<file path="src/rst_seq_pkg.sv">
// Package: constants, states and carrier structs for the reset/init/park sequencer
package rst_seq_pkg;
   // Clock rate
   localparam int CLK_HZ = 20_000_000;
   // Park timings
   localparam int NORMAL_PARK_MS = 20;
   localparam int FAST_PARK_US = 32;
   // Longest time rounds down: complete normal park within 20 ms
   localparam int NORMAL_PARK_CYC = (NORMAL_PARK_MS * (CLK_HZ / 1000));
   // Fast park must finish inside the 32 us window
   localparam int FAST_PARK_CYC = (FAST_PARK_US * (CLK_HZ / 1_000_000));
   // Pin to state-register latency: two sync flops and the state flop
   localparam int PIN_LAT_CYC = 3;
   // Default stand-in durations for PLL lock and flash load
   localparam int PLL_LOCK_CYC = 2000;
   localparam int FLASH_LOAD_CYC = 4000;
   // Width of the general pin bank [19:00]
   localparam int GPIO_W = 20;
   localparam int CNT_W = 20;
   localparam logic [CNT_W-1:0] CNT_ZERO = 20'h00000;
   localparam logic [CNT_W-1:0] CNT_ONE = 20'h00001;
   localparam logic [GPIO_W-1:0] GPIO_ZERO = 20'h00000;
   localparam logic [GPIO_W-1:0] GPIO_ONES = 20'hFFFFF;

   typedef enum logic [2:0] {
      ST_RESET,
      ST_PLL_LOCK,
      ST_FLASH_LOAD,
      ST_RUN,
      ST_NORMAL_PARK,
      ST_FAST_PARK,
      ST_PARKED
   } seq_state_e;

   // Flash port pin group: output and enable per pin
   typedef struct packed {
      logic clk;
      logic clk_oe;
      logic dout;
      logic dout_oe;
      logic sel0;
      logic sel0_oe;
      logic sel1;
      logic sel1_oe;
   } flash_pins_s;
endpackage

</file>
<file path="src/reset_init_park_sequencer.sv">
// Reset, auto-initialization and mirror-park sequencer
// Contract
// - Flash pins, general pins float during reset
// - Light selects, mirror reset low during reset
// - After release: lock PLL, then load flash
// - On release, enable I/Os, raise init flag
// - Init flag low when initialization completes
// - Normal park completes within 20 ms
// - After park, reset asserted, flag released
// - Warning falling edge starts fast park
// - Power request selects on or off mode (here start-up ignores it; only a low request in run starts the normal park)
`timescale 1ns/1ns
module reset_init_park_sequencer
   import rst_seq_pkg::*;
#(
   parameter int PLL_CYC = PLL_LOCK_CYC,
   parameter int LOAD_CYC = FLASH_LOAD_CYC,
   parameter int NPARK_CYC = NORMAL_PARK_CYC,
   parameter int FPARK_CYC = FAST_PARK_CYC
) (
   // Clock and reset
   input wire logic CLK_SYS,
   input wire logic RST_N,
   // Pins from the power monitor and host
   input wire logic CHIP_RESET_IN,
   input wire logic PARK_NOW_LOW,
   input wire logic POWER_REQUEST_PIN,
   // Completion handshakes from PLL and flash loader
   input wire logic PLL_LOCKED,
   input wire logic FLASH_LOAD_DONE,
   // Flash port pins
   output flash_pins_s FLASH_PINS,
   // General pins output enables
   output logic [GPIO_W-1:0] GENERAL_PINS_OE,
   // Light and array controls
   output logic LIGHT_SELECT_0,
   output logic LIGHT_SELECT_1,
   output logic MIRROR_ARRAY_RESET_N,
   // Host init flag (tri-state: drive low or high while enabled)
   output logic INIT_STATE_FLAG,
   output logic INIT_STATE_FLAG_OE,
   // Status toward internal logic
   output logic ARRAY_DATA_EN,
   output logic PARK_DONE
);

   // Elaboration-time checks: park counts must cover the pin latency
   if (NPARK_CYC <= PIN_LAT_CYC || NPARK_CYC > NORMAL_PARK_CYC || FPARK_CYC <= PIN_LAT_CYC ||
       FPARK_CYC > FAST_PARK_CYC || PLL_CYC < 1 || LOAD_CYC < 1 || PLL_CYC >= (1 << CNT_W) ||
       LOAD_CYC >= (1 << CNT_W)) begin : g_bad_params
      $error("reset_init_park_sequencer: bad cycle parameters");
   end

   // =========================================================
   // Input synchronizers
   // =========================================================
   logic [2:0] sync1, sync2, next_sync1, next_sync2;
   logic park_dly, next_park_dly;
   logic rst_s, park_s, req_s;

   // Two-flop capture of the three pins
   always_comb begin
      next_sync1 = {CHIP_RESET_IN, PARK_NOW_LOW, POWER_REQUEST_PIN};
      next_sync2 = sync1;
      next_park_dly = sync2[1];
   end

   always_ff @(posedge CLK_SYS) begin
      if (!RST_N) begin
         sync1 <= 3'h0;
         sync2 <= 3'h0;
         park_dly <= 1'b1;
      end else begin
         sync1 <= next_sync1;
         sync2 <= next_sync2;
         park_dly <= next_park_dly;
      end
   end

   assign rst_s = sync2[2];
   assign park_s = sync2[1];
   assign req_s = sync2[0];

   // Falling edge of the warning on the synchronized copy
   logic park_fall;
   assign park_fall = park_dly & ~park_s;

   // =========================================================
   // Sequencer
   // =========================================================
   seq_state_e state, next_state;
   logic [CNT_W-1:0] cnt, next_cnt;

   function automatic logic [CNT_W-1:0] cyc(input int n);
      cyc = CNT_W'(n);
   endfunction

   always_comb begin
      next_state = state;
      next_cnt = (cnt == CNT_ZERO) ? CNT_ZERO : cnt - CNT_ONE;
      if (!rst_s) begin
         next_state = ST_RESET;
         next_cnt = CNT_ZERO;
      end else if (park_fall && state != ST_RESET && state != ST_FAST_PARK && state != ST_PARKED) begin
         next_state = ST_FAST_PARK;
         // Pin latency is spent before this state, so the whole park fits the window
         next_cnt = cyc(FPARK_CYC - PIN_LAT_CYC - 1);
      end else begin
         case (state)
            ST_RESET: begin
               if (park_s) begin
                  next_state = ST_PLL_LOCK;
                  next_cnt = cyc(PLL_CYC - 1);
               end
            end
            ST_PLL_LOCK: begin
               if (PLL_LOCKED && cnt == CNT_ZERO) begin
                  next_state = ST_FLASH_LOAD;
                  next_cnt = cyc(LOAD_CYC - 1);
               end
            end
            ST_FLASH_LOAD: begin
               if (FLASH_LOAD_DONE && cnt == CNT_ZERO) begin
                  next_state = ST_RUN;
               end
            end
            ST_RUN: begin
               if (!req_s) begin
                  next_state = ST_NORMAL_PARK;
                  // Counted from the pin edge, not from this state
                  next_cnt = cyc(NPARK_CYC - PIN_LAT_CYC - 1);
               end
            end
            ST_NORMAL_PARK: begin
               if (cnt == CNT_ZERO) begin
                  next_state = ST_PARKED;
               end
            end
            ST_FAST_PARK: begin
               if (cnt == CNT_ZERO) begin
                  next_state = ST_PARKED;
               end
            end
            ST_PARKED: begin
               next_state = ST_PARKED; // Waits for reset assertion
            end
            default: begin
               next_state = ST_RESET;
            end
         endcase
      end
   end

   always_ff @(posedge CLK_SYS) begin
      if (!RST_N) begin
         state <= ST_RESET;
         cnt <= CNT_ZERO;
      end else begin
         state <= next_state;
         cnt <= next_cnt;
      end
   end

   // =========================================================
   // Pin outputs, registered
   // =========================================================
   flash_pins_s next_flash;
   logic [GPIO_W-1:0] next_gpio_oe;
   logic next_ls0, next_ls1, next_marst_n, next_flag, next_flag_oe, next_data_en, next_park_done;
   logic active;

   // Outputs follow the next state so they change with it
   always_comb begin
      active = (next_state != ST_RESET);
      next_flash = '0;
      next_gpio_oe = GPIO_ZERO;
      next_ls0 = 1'b0;
      next_ls1 = 1'b0;
      next_marst_n = 1'b0;
      next_flag = 1'b0;
      next_flag_oe = 1'b0;
      next_data_en = 1'b0;
      next_park_done = 1'b0;
      if (active) begin
         // I/Os come alive once reset is released
         next_flash.clk_oe = 1'b1;
         next_flash.dout_oe = 1'b1;
         next_flash.sel0 = 1'b1;
         next_flash.sel0_oe = 1'b1;
         next_flash.sel1 = 1'b1;
         next_flash.sel1_oe = 1'b1;
         next_gpio_oe = GPIO_ONES;
         next_flag_oe = 1'b1;
         next_flag = (next_state == ST_PLL_LOCK || next_state == ST_FLASH_LOAD);
         next_flash.sel0 = (next_state != ST_FLASH_LOAD);
         next_marst_n = (next_state == ST_RUN);
         next_data_en = (next_state == ST_RUN);
         next_park_done = (next_state == ST_PARKED);
      end
   end

   always_ff @(posedge CLK_SYS) begin
      if (!RST_N) begin
         FLASH_PINS <= '0;
         GENERAL_PINS_OE <= GPIO_ZERO;
         LIGHT_SELECT_0 <= 1'b0;
         LIGHT_SELECT_1 <= 1'b0;
         MIRROR_ARRAY_RESET_N <= 1'b0;
         INIT_STATE_FLAG <= 1'b0;
         INIT_STATE_FLAG_OE <= 1'b0;
         ARRAY_DATA_EN <= 1'b0;
         PARK_DONE <= 1'b0;
      end else begin
         FLASH_PINS <= next_flash;
         GENERAL_PINS_OE <= next_gpio_oe;
         LIGHT_SELECT_0 <= next_ls0;
         LIGHT_SELECT_1 <= next_ls1;
         MIRROR_ARRAY_RESET_N <= next_marst_n;
         INIT_STATE_FLAG <= next_flag;
         INIT_STATE_FLAG_OE <= next_flag_oe;
         ARRAY_DATA_EN <= next_data_en;
         PARK_DONE <= next_park_done;
      end
   end

endmodule // reset_init_park_sequencer

</file>
<file path="config.mk">
export PLATFORM = sky130hd
export DESIGN_NAME = reset_init_park_sequencer
export DESIGN_NICKNAME = d
export VERILOG_FILES = /design/src/rst_seq_pkg.sv /design/src/reset_init_park_sequencer.sv
export SDC_FILE = /design/constraint.sdc
export NUM_CORES = 1
export LEC_CHECK = 0
export BUFFER_PORTS_ARGS = -buffer_cell sky130_fd_sc_hd__buf_2
export CAP_MARGIN = 30
export CORE_MARGIN = 2
export CORE_UTILIZATION = 30
export DETAILED_ROUTE_END_ITERATION = 8
export SLEW_MARGIN = 20
export SYNTH_ARGS = -nofsm -noshare
export SYNTH_HDL_FRONTEND = slang
export SYNTH_SLANG_ARGS = --single-unit
</file>
<file path="constraint.sdc">
create_clock -name CLK_SYS -period 2.5 [get_ports CLK_SYS]
set_clock_uncertainty 0.05 [all_clocks]
set_input_delay 0.375 -clock CLK_SYS [delete_from_list [all_inputs] [get_ports CLK_SYS]]
set_output_delay 0.375 -clock CLK_SYS [all_outputs]
set_load 0.05 [all_outputs]
</file>
==> results.txt, run 1 <==
Status -> finished, final reports clean
Worst path bufs/invs -> 0
Hpwl dp -> 2.53 mm
Synth cell types -> 53
Routed vias -> 1384
Synth top area cells -> dfxtp_1 (37%), buf_4 (12%), xor2_1 (5.5%)
Die X -> 83.5 um
CP top delay family -> simple AND/OR/NAND/NOR gates
Synth warn -> 0
Post-synth EDFFs -> 0
CP Max Fanout -> 6
Total gr overflow -> 0
DRC violations left -> 0
Share of the synthesized area in the top cell type -> 37.0%
Drt first pass iters -> 4
Num CTS Buffers -> 5
Synthesized-area fraction occupied by adder cells -> 0.661%
RePlAce Congestion -> 0.764
Largest net degree at the start of global routing -> 27
Leakage -> 0.956 nW
Root Buffer -> clkbuf_8
Layout area overhead -> 8.39%
First-pass GRT wire length -> 5.80 mm
Worst-Margin Slew -> 582 ps
Post-route ant nets -> 0
Core area -> 0.00603 mm2
# diodes -> 0
WP data arrival -> 2330 ps
Final Setup Violations -> 0
DR iter-0 viols -> 75
Total Routing Usage GR -> 10.3%
Share of synthesized registers carrying an async set or reset -> 0%
Critical Path Sink Type -> flop
Hold Violations, Final -> 0
Synth Area in Simple Gates -> 28.1%
Synth area leader -> dfxtp_1
Compound-Gate Fraction of Synth Area -> 10.9%
R2R setup slack -> 300 ps
# IOs -> 42
Peak Freq -> 454 MHz
Non-Filler Instances -> 311
Max Root-Sink Buffers -> 2
Slowest CP cell -> or4_4
IR Drop Worst-Case VDD -> 0.000256 V
Post-synthesis xor/xnor area fraction -> 7.86%
Post-Syn Instances -> 220
Detailed Route WL -> 3.38 mm
Die area -> 0.00697 mm2
Main flop type after synthesis -> dfxtp_1
Clock Pin Slew Worst Setup and Hold Paths -> 70 ps
Post-route clock period utilization -> 88.1%
Cells after DPL -> 303
Register bit total from synthesis -> 35
Slowest stage delay, CP -> 570 ps
# rows -> 28
Worst EP required -> 2630 ps
Mux cell area share after synthesis -> 0.528%
Vias/cell -> 4.45
Setup TNS -> 0 ps
Combinational family with the most area after synthesis -> simple AND/OR/NAND/NOR gates
Syn_area_per_cell -> 8.61 um2
Die span in y -> 83.5 um
Vias in the first global route -> 1198
TritonCTS clock tree -> done
Slew Limit Fails -> 0
RSZ-0062 raised after global routing -> no
Critical path, cell by cell -> or4_4 > nor2_2 > nand4_1 > o2bb2ai_1 > and2b_1 > o31a_1
Synthesized area -> 0.00189 mm2
Routed len/inst -> 10.9 um
H-tree levels -> 2
Input/output buffers -> 37
Min-Delay Path Class -> in2reg
Share of layout cells above drive strength 1 -> 27.1%
Initial core utilization -> 31.4%
Min Tclk post-route -> 2200 ps
Pwr Density -> 665 mW/mm2
Max-cap viol count -> 0
Initial antenna violation count -> 0
Seq/Total Area, Yosys -> 37.0%
Clock sinks -> 35
CP Class -> reg2reg
Slew margin rel. -> 60.9%
Clock Latency Late Sink -> 290 ps
Nets@finish -> 243
Startpoint types -> flop
==> registers in the layout (all words and copies together) (netlist names) <==
name and count:
ARRAY_DATA_EN 1, park_dly 1, INIT_STATE_FLAG 1, PARK_DONE 1, GENERAL_PINS_OE 1, cnt 20
FLASH_PINS 1, state 3, sync2 3, next_sync2 3
==> layer usage <==
metal	vias up	wire [um]	global-route usage, %
met5	-	0	0
met4	0	79	5.72
met3	8	161	2.77
met2	38	1370	14.1
met1	603	1770	14.6
li1	735	-	-
==> per-stage QoR <==
| step | util, % | hold WS, ps | power [mW] | setup WS (ps) | cell area (um2) |
|---|---|---|---|---|---|
| final | 34.1 | 239 | 1.37 | 298 | 2050 |
| after floorplan | - | 362 | 0.929 | 579 | 1910 |
| after CTS | 34.0 | 225 | 1.38 | 209 | 2050 |
| after detailed placement | 32.7 | 370 | 0.982 | 245 | 1970 |
| after global placement | 32.7 | 365 | 0.985 | 292 | 1970 |
| after global routing | 34.1 | 251 | 1.46 | 126 | 2050 |
==> synthesized netlist by cell type (all sizes together) (2+ instances only) <==
| master | instances |
|---|---|
| xnor2 | 5 |
| o31a | 2 |
| and3 | 2 |
| a31oi | 3 |
| or4 | 2 |
| nand3 | 5 |
| nor3 | 9 |
| o21ai | 2 |
| a21oi | 14 |
| nand2b | 5 |
| nor4 | 5 |
| nor2b | 2 |
| xor2 | 12 |
| o21a | 2 |
| nor2 | 22 |
| dfxtp | 35 |
| clkbuf | 4 |
| or2 | 5 |
| and2 | 10 |
| buf | 33 |
| inv | 7 |
| or3 | 4 |
| nand2 | 12 |
==> placed cells by master (no fill, tap or decap), types with 2 or more instances in the layout <==
cell type  Yosys  layout
nand2b_1       5       5
nand3_1        5       5
xnor2_1        5       5
nor3_1         8       8
nor4_2         2       2
nand2_1       12      12
and2_1         9       9
nor4_1         2       2
or3_1          3       3
conb_1         1       4
a31oi_1        3       3
clkbuf_8       0       5
clkbuf_1       4       2
inv_1          7       7
o21a_1         2       2
o31a_1         2       2
dfxtp_1       35      35
and3_1         2       2
xor2_1        12      12
nor2_1        20      20
buf_4         30       5
nor2b_1        2       2
a21oi_1       14      14
nor2_2         2       2
or2_2          3       3
buf_2          2      37
==> path summary, 6_finish.rpt <==
kind,startpoint,end,cells past startpoint
worst max-delay path,cnt[7]$_SDFF_PP0_,INIT_STATE_FLAG$_SDFF_PN0_,6
worst min-delay path,CHIP_RESET_IN,next_sync2[2]$_SDFF_PN0_,2
worst max register to register,cnt[7]$_SDFF_PP0_,INIT_STATE_FLAG$_SDFF_PN0_,6
worst min register to register,next_sync2[0]$_SDFF_PN0_,sync2[0]$_SDFF_PN0_,1
==> kinds of logic after synthesis <==
group,Yosys count
flip-flops,35
other,1
XOR/XNOR,17
adder cells (fa/ha/maj),1
AO/OA/AOI/OAI,31
multiplexers,1
AND/OR/NAND/NOR,90
buffers and inverters,44
==> cell type report <==
cell class                      count  area, um2
Fill cell                         635       3970
Tap cell                           75       93.8
Multi-Input combinational cell    144        928
Timing Repair Buffer               42        223
Clock buffer                        7       76.3
Sequential cell                    35        701
Inverter                            7       26.3
Clock inverter                      1       5.00
==> what timing repair did <==
| item | CTS | global route |
|---|---|---|
| gates resized for setup | 0 | 1 |
| buffers inserted | 0 | 0 |
| endpoints found under the setup margin | 0 | 3 |
| hold buffers | 0 | 0 |
==> power by group <==
part           total [mW]  internal (mW)  switching [mW]
sequential          0.589          0.575          0.0145
clock               0.388          0.195           0.193
combinational       0.388          0.159           0.229
total                1.37          0.929           0.437
No activity file was read; power rests on OpenSTA's default activity.
==> run 2: changes to the inputs <==
CTS_BUF_LIST = sky130_fd_sc_hd__clkbuf_16   (was not set)
==> run 2 against run 1 <==
Compared with the run above:
- global-route usage grew 0.083 points
- highest routed layer unchanged
- power is 13% higher
- wire length is 0.30% lower
- utilization up 0.93 points
- combinational power about the same
- first-iteration DRC count grew 2.7%
==> results.txt, run 2 (synthesized netlist as in run 1, its figures left out) <==
Status -> finished, final reports clean
Hold-fix buffer count after cts -> 0 (unchanged)
Vias/cell -> 4.47 (+0.43%)
Final Setup Violations -> 0 (unchanged)
# rows -> 28 (unchanged)
Die span in y -> 83.5 um (unchanged)
Post-route ant nets -> 0 (unchanged)
Commonest non-fill, non-tap cell in the layout -> buf_2
Input/output buffers -> 37 (unchanged)
Reg area -> 701 um2 (unchanged)
CP Class -> reg2reg
Max Root-Sink Buffers -> 2 (unchanged)
Cells after DPL -> 303 (unchanged)
Vias in the first global route -> 1203 (+0.42%)
DR iter-0 viols -> 77 (+2.7%)
Die area -> 0.00697 mm2 (unchanged)
Routed vias -> 1390 (+0.43%)
Num CTS Buffers -> 5 (unchanged)
First-pass GRT wire length -> 5.86 mm (+0.97%)
Min Tclk post-route -> 2190 ps (-8.27 ps)
Min-Delay Path Class -> in2reg
IR Drop Worst-Case VDD -> 0.000383 V (+50%)
WP data arrival -> 2310 ps (-20 ps)
CP Max Fanout -> 6 (unchanged)
Worst EP required -> 2610 ps (-20 ps)
Detailed Route WL -> 3.37 mm (-0.30%)
Post-route clock period utilization -> 87.7% (-0.33 points)
Initial antenna violation count -> 0 (unchanged)
Multi-input logic area -> 928 um2 (unchanged)
Setup TNS -> 0 ps (unchanged)
Nets@finish -> 243 (unchanged)
Clock Pin Slew Worst Setup and Hold Paths -> 50 ps (-20 ps)
Clock Latency Late Sink -> 280 ps (about the same)
Post-DP Area -> 0.00197 mm2 (unchanged)
Total gr overflow -> 0 (unchanged)
TritonCTS clock tree -> done
# IOs -> 42 (unchanged)
Hold Violations, Final -> 0 (unchanged)
Critical Path Sink Type -> flop
RePlAce Congestion -> 0.764 (unchanged)
Worst-Margin Slew -> 597 ps (+15.4 ps)
Overall power -> 1.55 mW (+13%)
Layout area overhead -> 11.4%
DRC violations left -> 0 (unchanged)
Slew Limit Fails -> 0 (unchanged)
Most frequent cells in the layout -> buf_2 (37), dfxtp_1 (35), nor2_1 (20)
Most flops, register -> cnt
Post-Layout Inst Area -> 0.00211 mm2 (+2.7%)
Core area -> 0.00603 mm2 (unchanged)
Peak Freq -> 456 MHz (+0.38%)
Initial core utilization -> 31.4% (unchanged)
Non-Filler Instances -> 311 (unchanged)
Fillcell total -> 624 (-1.7%)
Root Buffer -> clkbuf_16
Largest net degree at the start of global routing -> 27 (unchanged)
Slew margin rel. -> 59.8% (-1.0 points)
# diodes -> 0 (unchanged)
Drt first pass iters -> 4 (unchanged)
Routed len/inst -> 10.8 um (-0.30%)
Pwr Density -> 733 mW/mm2 (+10%)
Hold WS -> 250 ps (+11.7 ps)
Leakage -> 0.990 nW (+3.6%)
Hpwl dp -> 2.53 mm (unchanged)
Startpoint types -> flop
H-tree levels -> 2 (unchanged)
Max reg flops -> 20 (unchanged)
Total Routing Usage GR -> 10.4% (+0.083 points)
Clock sinks -> 35 (unchanged)
Max-cap viol count -> 0 (unchanged)
Share of layout cells above drive strength 1 -> 27.1% (unchanged)
Die X -> 83.5 um (unchanged)
RSZ-0062 raised after global routing -> no
[run 2: cell types whose count changed in the layout (fill, tap and decap cells not counted)]
cell	change
clkbuf_1	-2
clkbuf_8	-5
inv_1	+2
clkbuf_16	+5
[run 2: area by class of cell]
class,instances,share of cell area [%]
Inverter,7,1.25
Clock inverter,3,0.593
Timing Repair Buffer,42,10.6
Tap cell,75,4.45
Sequential cell,35,33.2
Multi-Input combinational cell,144,44.0
Clock buffer,5,5.93
[run 2: path summary, 6_finish.rpt]
path | startpoint | endpoint | slack (ps) | cells after the start
hold / removal | CHIP_RESET_IN | next_sync2[2]$_SDFF_PN0_ | 250 | 2
setup / recovery | cnt[16]$_SDFF_PP0_ | INIT_STATE_FLAG$_SDFF_PN0_ | 310 | 5
hold reg to reg | next_sync2[0]$_SDFF_PN0_ | sync2[0]$_SDFF_PN0_ | 380 | 1
setup reg to reg | cnt[16]$_SDFF_PP0_ | INIT_STATE_FLAG$_SDFF_PN0_ | 310 | 5
[run 2: report_power, final]
group	internal, mW	switching (mW)
sequential	0.576	0.0146
clock	0.359	0.213
combinational	0.159	0.226
total	1.09	0.453
[run 2: critical path, cell delays in order, from the launching register on]
cell and delay, ps:
dfxtp_1 350, nor4_1 570, nand4_1 350, o2bb2ai_1 250
and2b_1 220, o31a_1 300
[run 2: repair_timing]
| action | CTS | global route |
|---|---|---|
| setup endpoints to repair | 0 | 2 |
| resized for setup | 0 | 1 |
| setup buffers | 0 | 0 |
[run 2: stage by stage]
step / setup WS [ps] / util (%)
2_1_floorplan: 579 / -
3_3_place_gp: 292 / 32.7
3_5_place_dp: 245 / 32.7
4_1_cts: 217 / 34.9
5_1_grt: 135 / 35.0
6_report: 307 / 35.0
[run 2: metal layers]
metal | part of all wire (%) | routed length, um | vias to the layer above | global-route usage [%]
met2 | 42 | 1410 | 41 | 14.4
met4 | 2.6 | 88 | 0 | 5.72
met3 | 5.7 | 191 | 7 | 2.77
met5 | 0 | 0 | - | 0
li1 | - | - | 737 | -
met1 | 50 | 1680 | 605 | 14.5
==> run 3: changes to the inputs <==
CTS_CLUSTER_DIAMETER = 30   (was not set)
PLACE_DENSITY = 0.52   (was not set)
==> run 3 against run 2 <==
Compared with the run above:
- first-iteration DRC count is 70% lower
- highest routed layer unchanged
- largest cell class unchanged
- final cell count stayed put
- maximum frequency is 4.2% lower
- global-route usage is 0.73 points higher
- die area stayed put
- count of clock-buffer cells in the layout stayed put
==> results.txt, run 3 (synthesized netlist as in run 1, its figures left out) <==
Die area -> 0.00697 mm2 (unchanged)
Routed len/inst -> 11.7 um (+8.0%)
Hold Violations, Final -> 0 (unchanged)
Final core occ -> 35.0% (+0.041 points)
Hold-fix buffer count after cts -> 0 (unchanged)
Final Setup Violations -> 0 (unchanged)
Routed vias -> 1413 (+1.7%)
Startpoint types -> flop
# diodes -> 0 (unchanged)
Leakage -> 0.988 nW (-0.18%)
Vias in the first global route -> 1271 (+5.7%)
Resized cells post-CTS -> 0 (unchanged)
Cells after DPL -> 305 (+0.66%)
Slowest CP cell -> or3_4
Initial antenna violation count -> 0 (unchanged)
Root Buffer -> clkbuf_16
Drt first pass iters -> 4 (unchanged)
Hold WS -> 251 ps (+0.359 ps)
Die span in y -> 83.5 um (unchanged)
Commonest non-fill, non-tap cell in the layout -> buf_2
Min Tclk post-route -> 2290 ps (+95.2 ps)
Worst r2r path cells -> 6 (+1)
Clock Latency Late Sink -> 280 ps (about the same)
Core area -> 0.00603 mm2 (unchanged)
Clock power share -> 36.1% (-0.8 points)
Pre-CTS setup slack -> 220 ps (-24.8 ps)
Slew margin rel. -> 64.2% (+4.4 points)
Seq pwr share -> 38.1% (about the same)
Largest net degree at the start of global routing -> 27 (unchanged)
Post-DP Area -> 0.00198 mm2 (+0.76%)
# rows -> 28 (unchanged)
Slew Limit Fails -> 0 (unchanged)
Worst r2r dst -> INIT_STATE_FLAG$_SDFF_PN0_
Worst path bufs/invs -> 0 (unchanged)
Min-Delay Path Class -> in2reg
CP Max Fanout -> 8 (+2)
Num CTS Buffers -> 5 (unchanged)
IR Drop Worst-Case VDD -> 0.000360 V (-5.8%)
Non-Filler Instances -> 311 (unchanged)
Max reg flops -> 20 (unchanged)
Most flops, register -> cnt
Nets@finish -> 245 (+0.82%)
Clock Pin Slew Worst Setup and Hold Paths -> 50 ps (about the same)
Peak Freq -> 437 MHz (-4.2%)
Psw -> 454 uW (+0.10%)
DRC violations left -> 0 (unchanged)
R2R setup slack -> 210 ps (-100 ps)
Vias/cell -> 4.54 (+1.7%)
Total Routing Usage GR -> 11.1% (+0.73 points)
Input/output buffers -> 37 (unchanged)
RSZ-0062 raised after global routing -> no
Postcts setup bufs -> 0 (unchanged)
Max-cap viol count -> 0 (unchanged)
Worst-Margin Slew -> 536 ps (-61.3 ps)
Critical Path Sink Type -> flop
Detailed Route WL -> 3.64 mm (+8.0%)
Overall power -> 1.55 mW (+0.40%)
TritonCTS clock tree -> done
Hold Startpoint -> PARK_NOW_LOW
Worst Setup SP -> cnt[4]$_SDFF_PN0_
CP Class -> reg2reg
DR iter-0 viols -> 23 (-70%)
Reg2reg start -> cnt[4]$_SDFF_PN0_
Net Sw Frac -> 29.2% (-0.088 points)
Post-Layout Inst Area -> 0.00211 mm2 (+0.12%)
Total gr overflow -> 0 (unchanged)
Die X -> 83.5 um (unchanged)
Pwr Density -> 735 mW/mm2 (+0.28%)
# IOs -> 42 (unchanged)
Max Root-Sink Buffers -> 2 (unchanged)
Slowest stage delay, CP -> 400 ps (-170 ps)
Initial core utilization -> 31.4% (unchanged)
Post-route clock period utilization -> 91.5% (+3.8 points)
Hold endpoint -> next_sync2[1]$_SDFF_PN0_
Setup TNS -> 0 ps (unchanged)
Cell count of the worst hold path -> 2 (unchanged)
Worst EP required -> 2610 ps (about the same)
Combinational Power Share -> 25.8% (+0.9 points)
Most frequent cells in the layout -> buf_2 (37), dfxtp_1 (35), nor2_1 (20)
Layout area overhead -> 11.5%
Clock sinks -> 35 (unchanged)
Post-route ant nets -> 0 (unchanged)
H-tree levels -> 2 (unchanged)
RePlAce Congestion -> 0.760 (-0.54%)
Hpwl dp -> 2.74 mm (+7.9%)
Share of layout cells above drive strength 1 -> 27.1% (unchanged)
First-pass GRT wire length -> 6.13 mm (+4.7%)
Worst setup margin -> 211 ps (-95.2 ps)
CP top delay family -> simple AND/OR/NAND/NOR gates
Int Pwr -> 1.10 mW (+0.53%)
Status -> finished, final reports clean
WP data arrival -> 2400 ps (+90 ps)
Critical path, cell by cell -> or3_4 > nor3b_2 > nand4_1 > o2bb2ai_1 > and2b_1 > o31a_1
==> run 3: per-layer routing <==
layer / wire length [um] / up-vias / global-route usage (%)
met2: 1530 / 30 / 15.8
met3: 205 / 5 / 4.25
met1: 1840 / 639 / 14.8
met5: 0 / - / 0
met4: 70 / 0 / 5.28
li1: - / 739 / -
==> run 3: worst max-delay path by stage <==
| stage | slack, ps | to | cells past startpoint |
|---|---|---|---|
| final | 210 | INIT_STATE_FLAG$_SDFF_PN0_ | 6 |
| after floorplan | 580 | GENERAL_PINS_OE[18]$_SDFF_PN0_ | 6 |
| after detailed placement | 220 | INIT_STATE_FLAG$_SDFF_PN0_ | 6 |
| after global placement | 300 | INIT_STATE_FLAG$_SDFF_PN0_ | 6 |
| after global routing | 50 | GENERAL_PINS_OE[18]$_SDFF_PN0_ | 6 |
| after CTS | 210 | INIT_STATE_FLAG$_SDFF_PN0_ | 6 |
==> run 3: power by group through the flow <==
stage / sequential [mW] / combinational [mW] / clock (mW)
final: 0.591 / 0.401 / 0.561
after global routing: 0.593 / 0.452 / 0.595
after detailed placement: 0.603 / 0.403 / 0
after global placement: 0.602 / 0.402 / 0
after floorplan: 0.600 / 0.329 / 0
after CTS: 0.591 / 0.406 / 0.578
==> run 3: final cells by class <==
class	count	area (um2)
fillers	653	3910
multi-input cells	144	925
flip-flops and latches	35	701
repair buffers	44	238
clock buffers	5	125
well taps	75	93.8
inverters	7	26.3
clock inverters	1	3.75
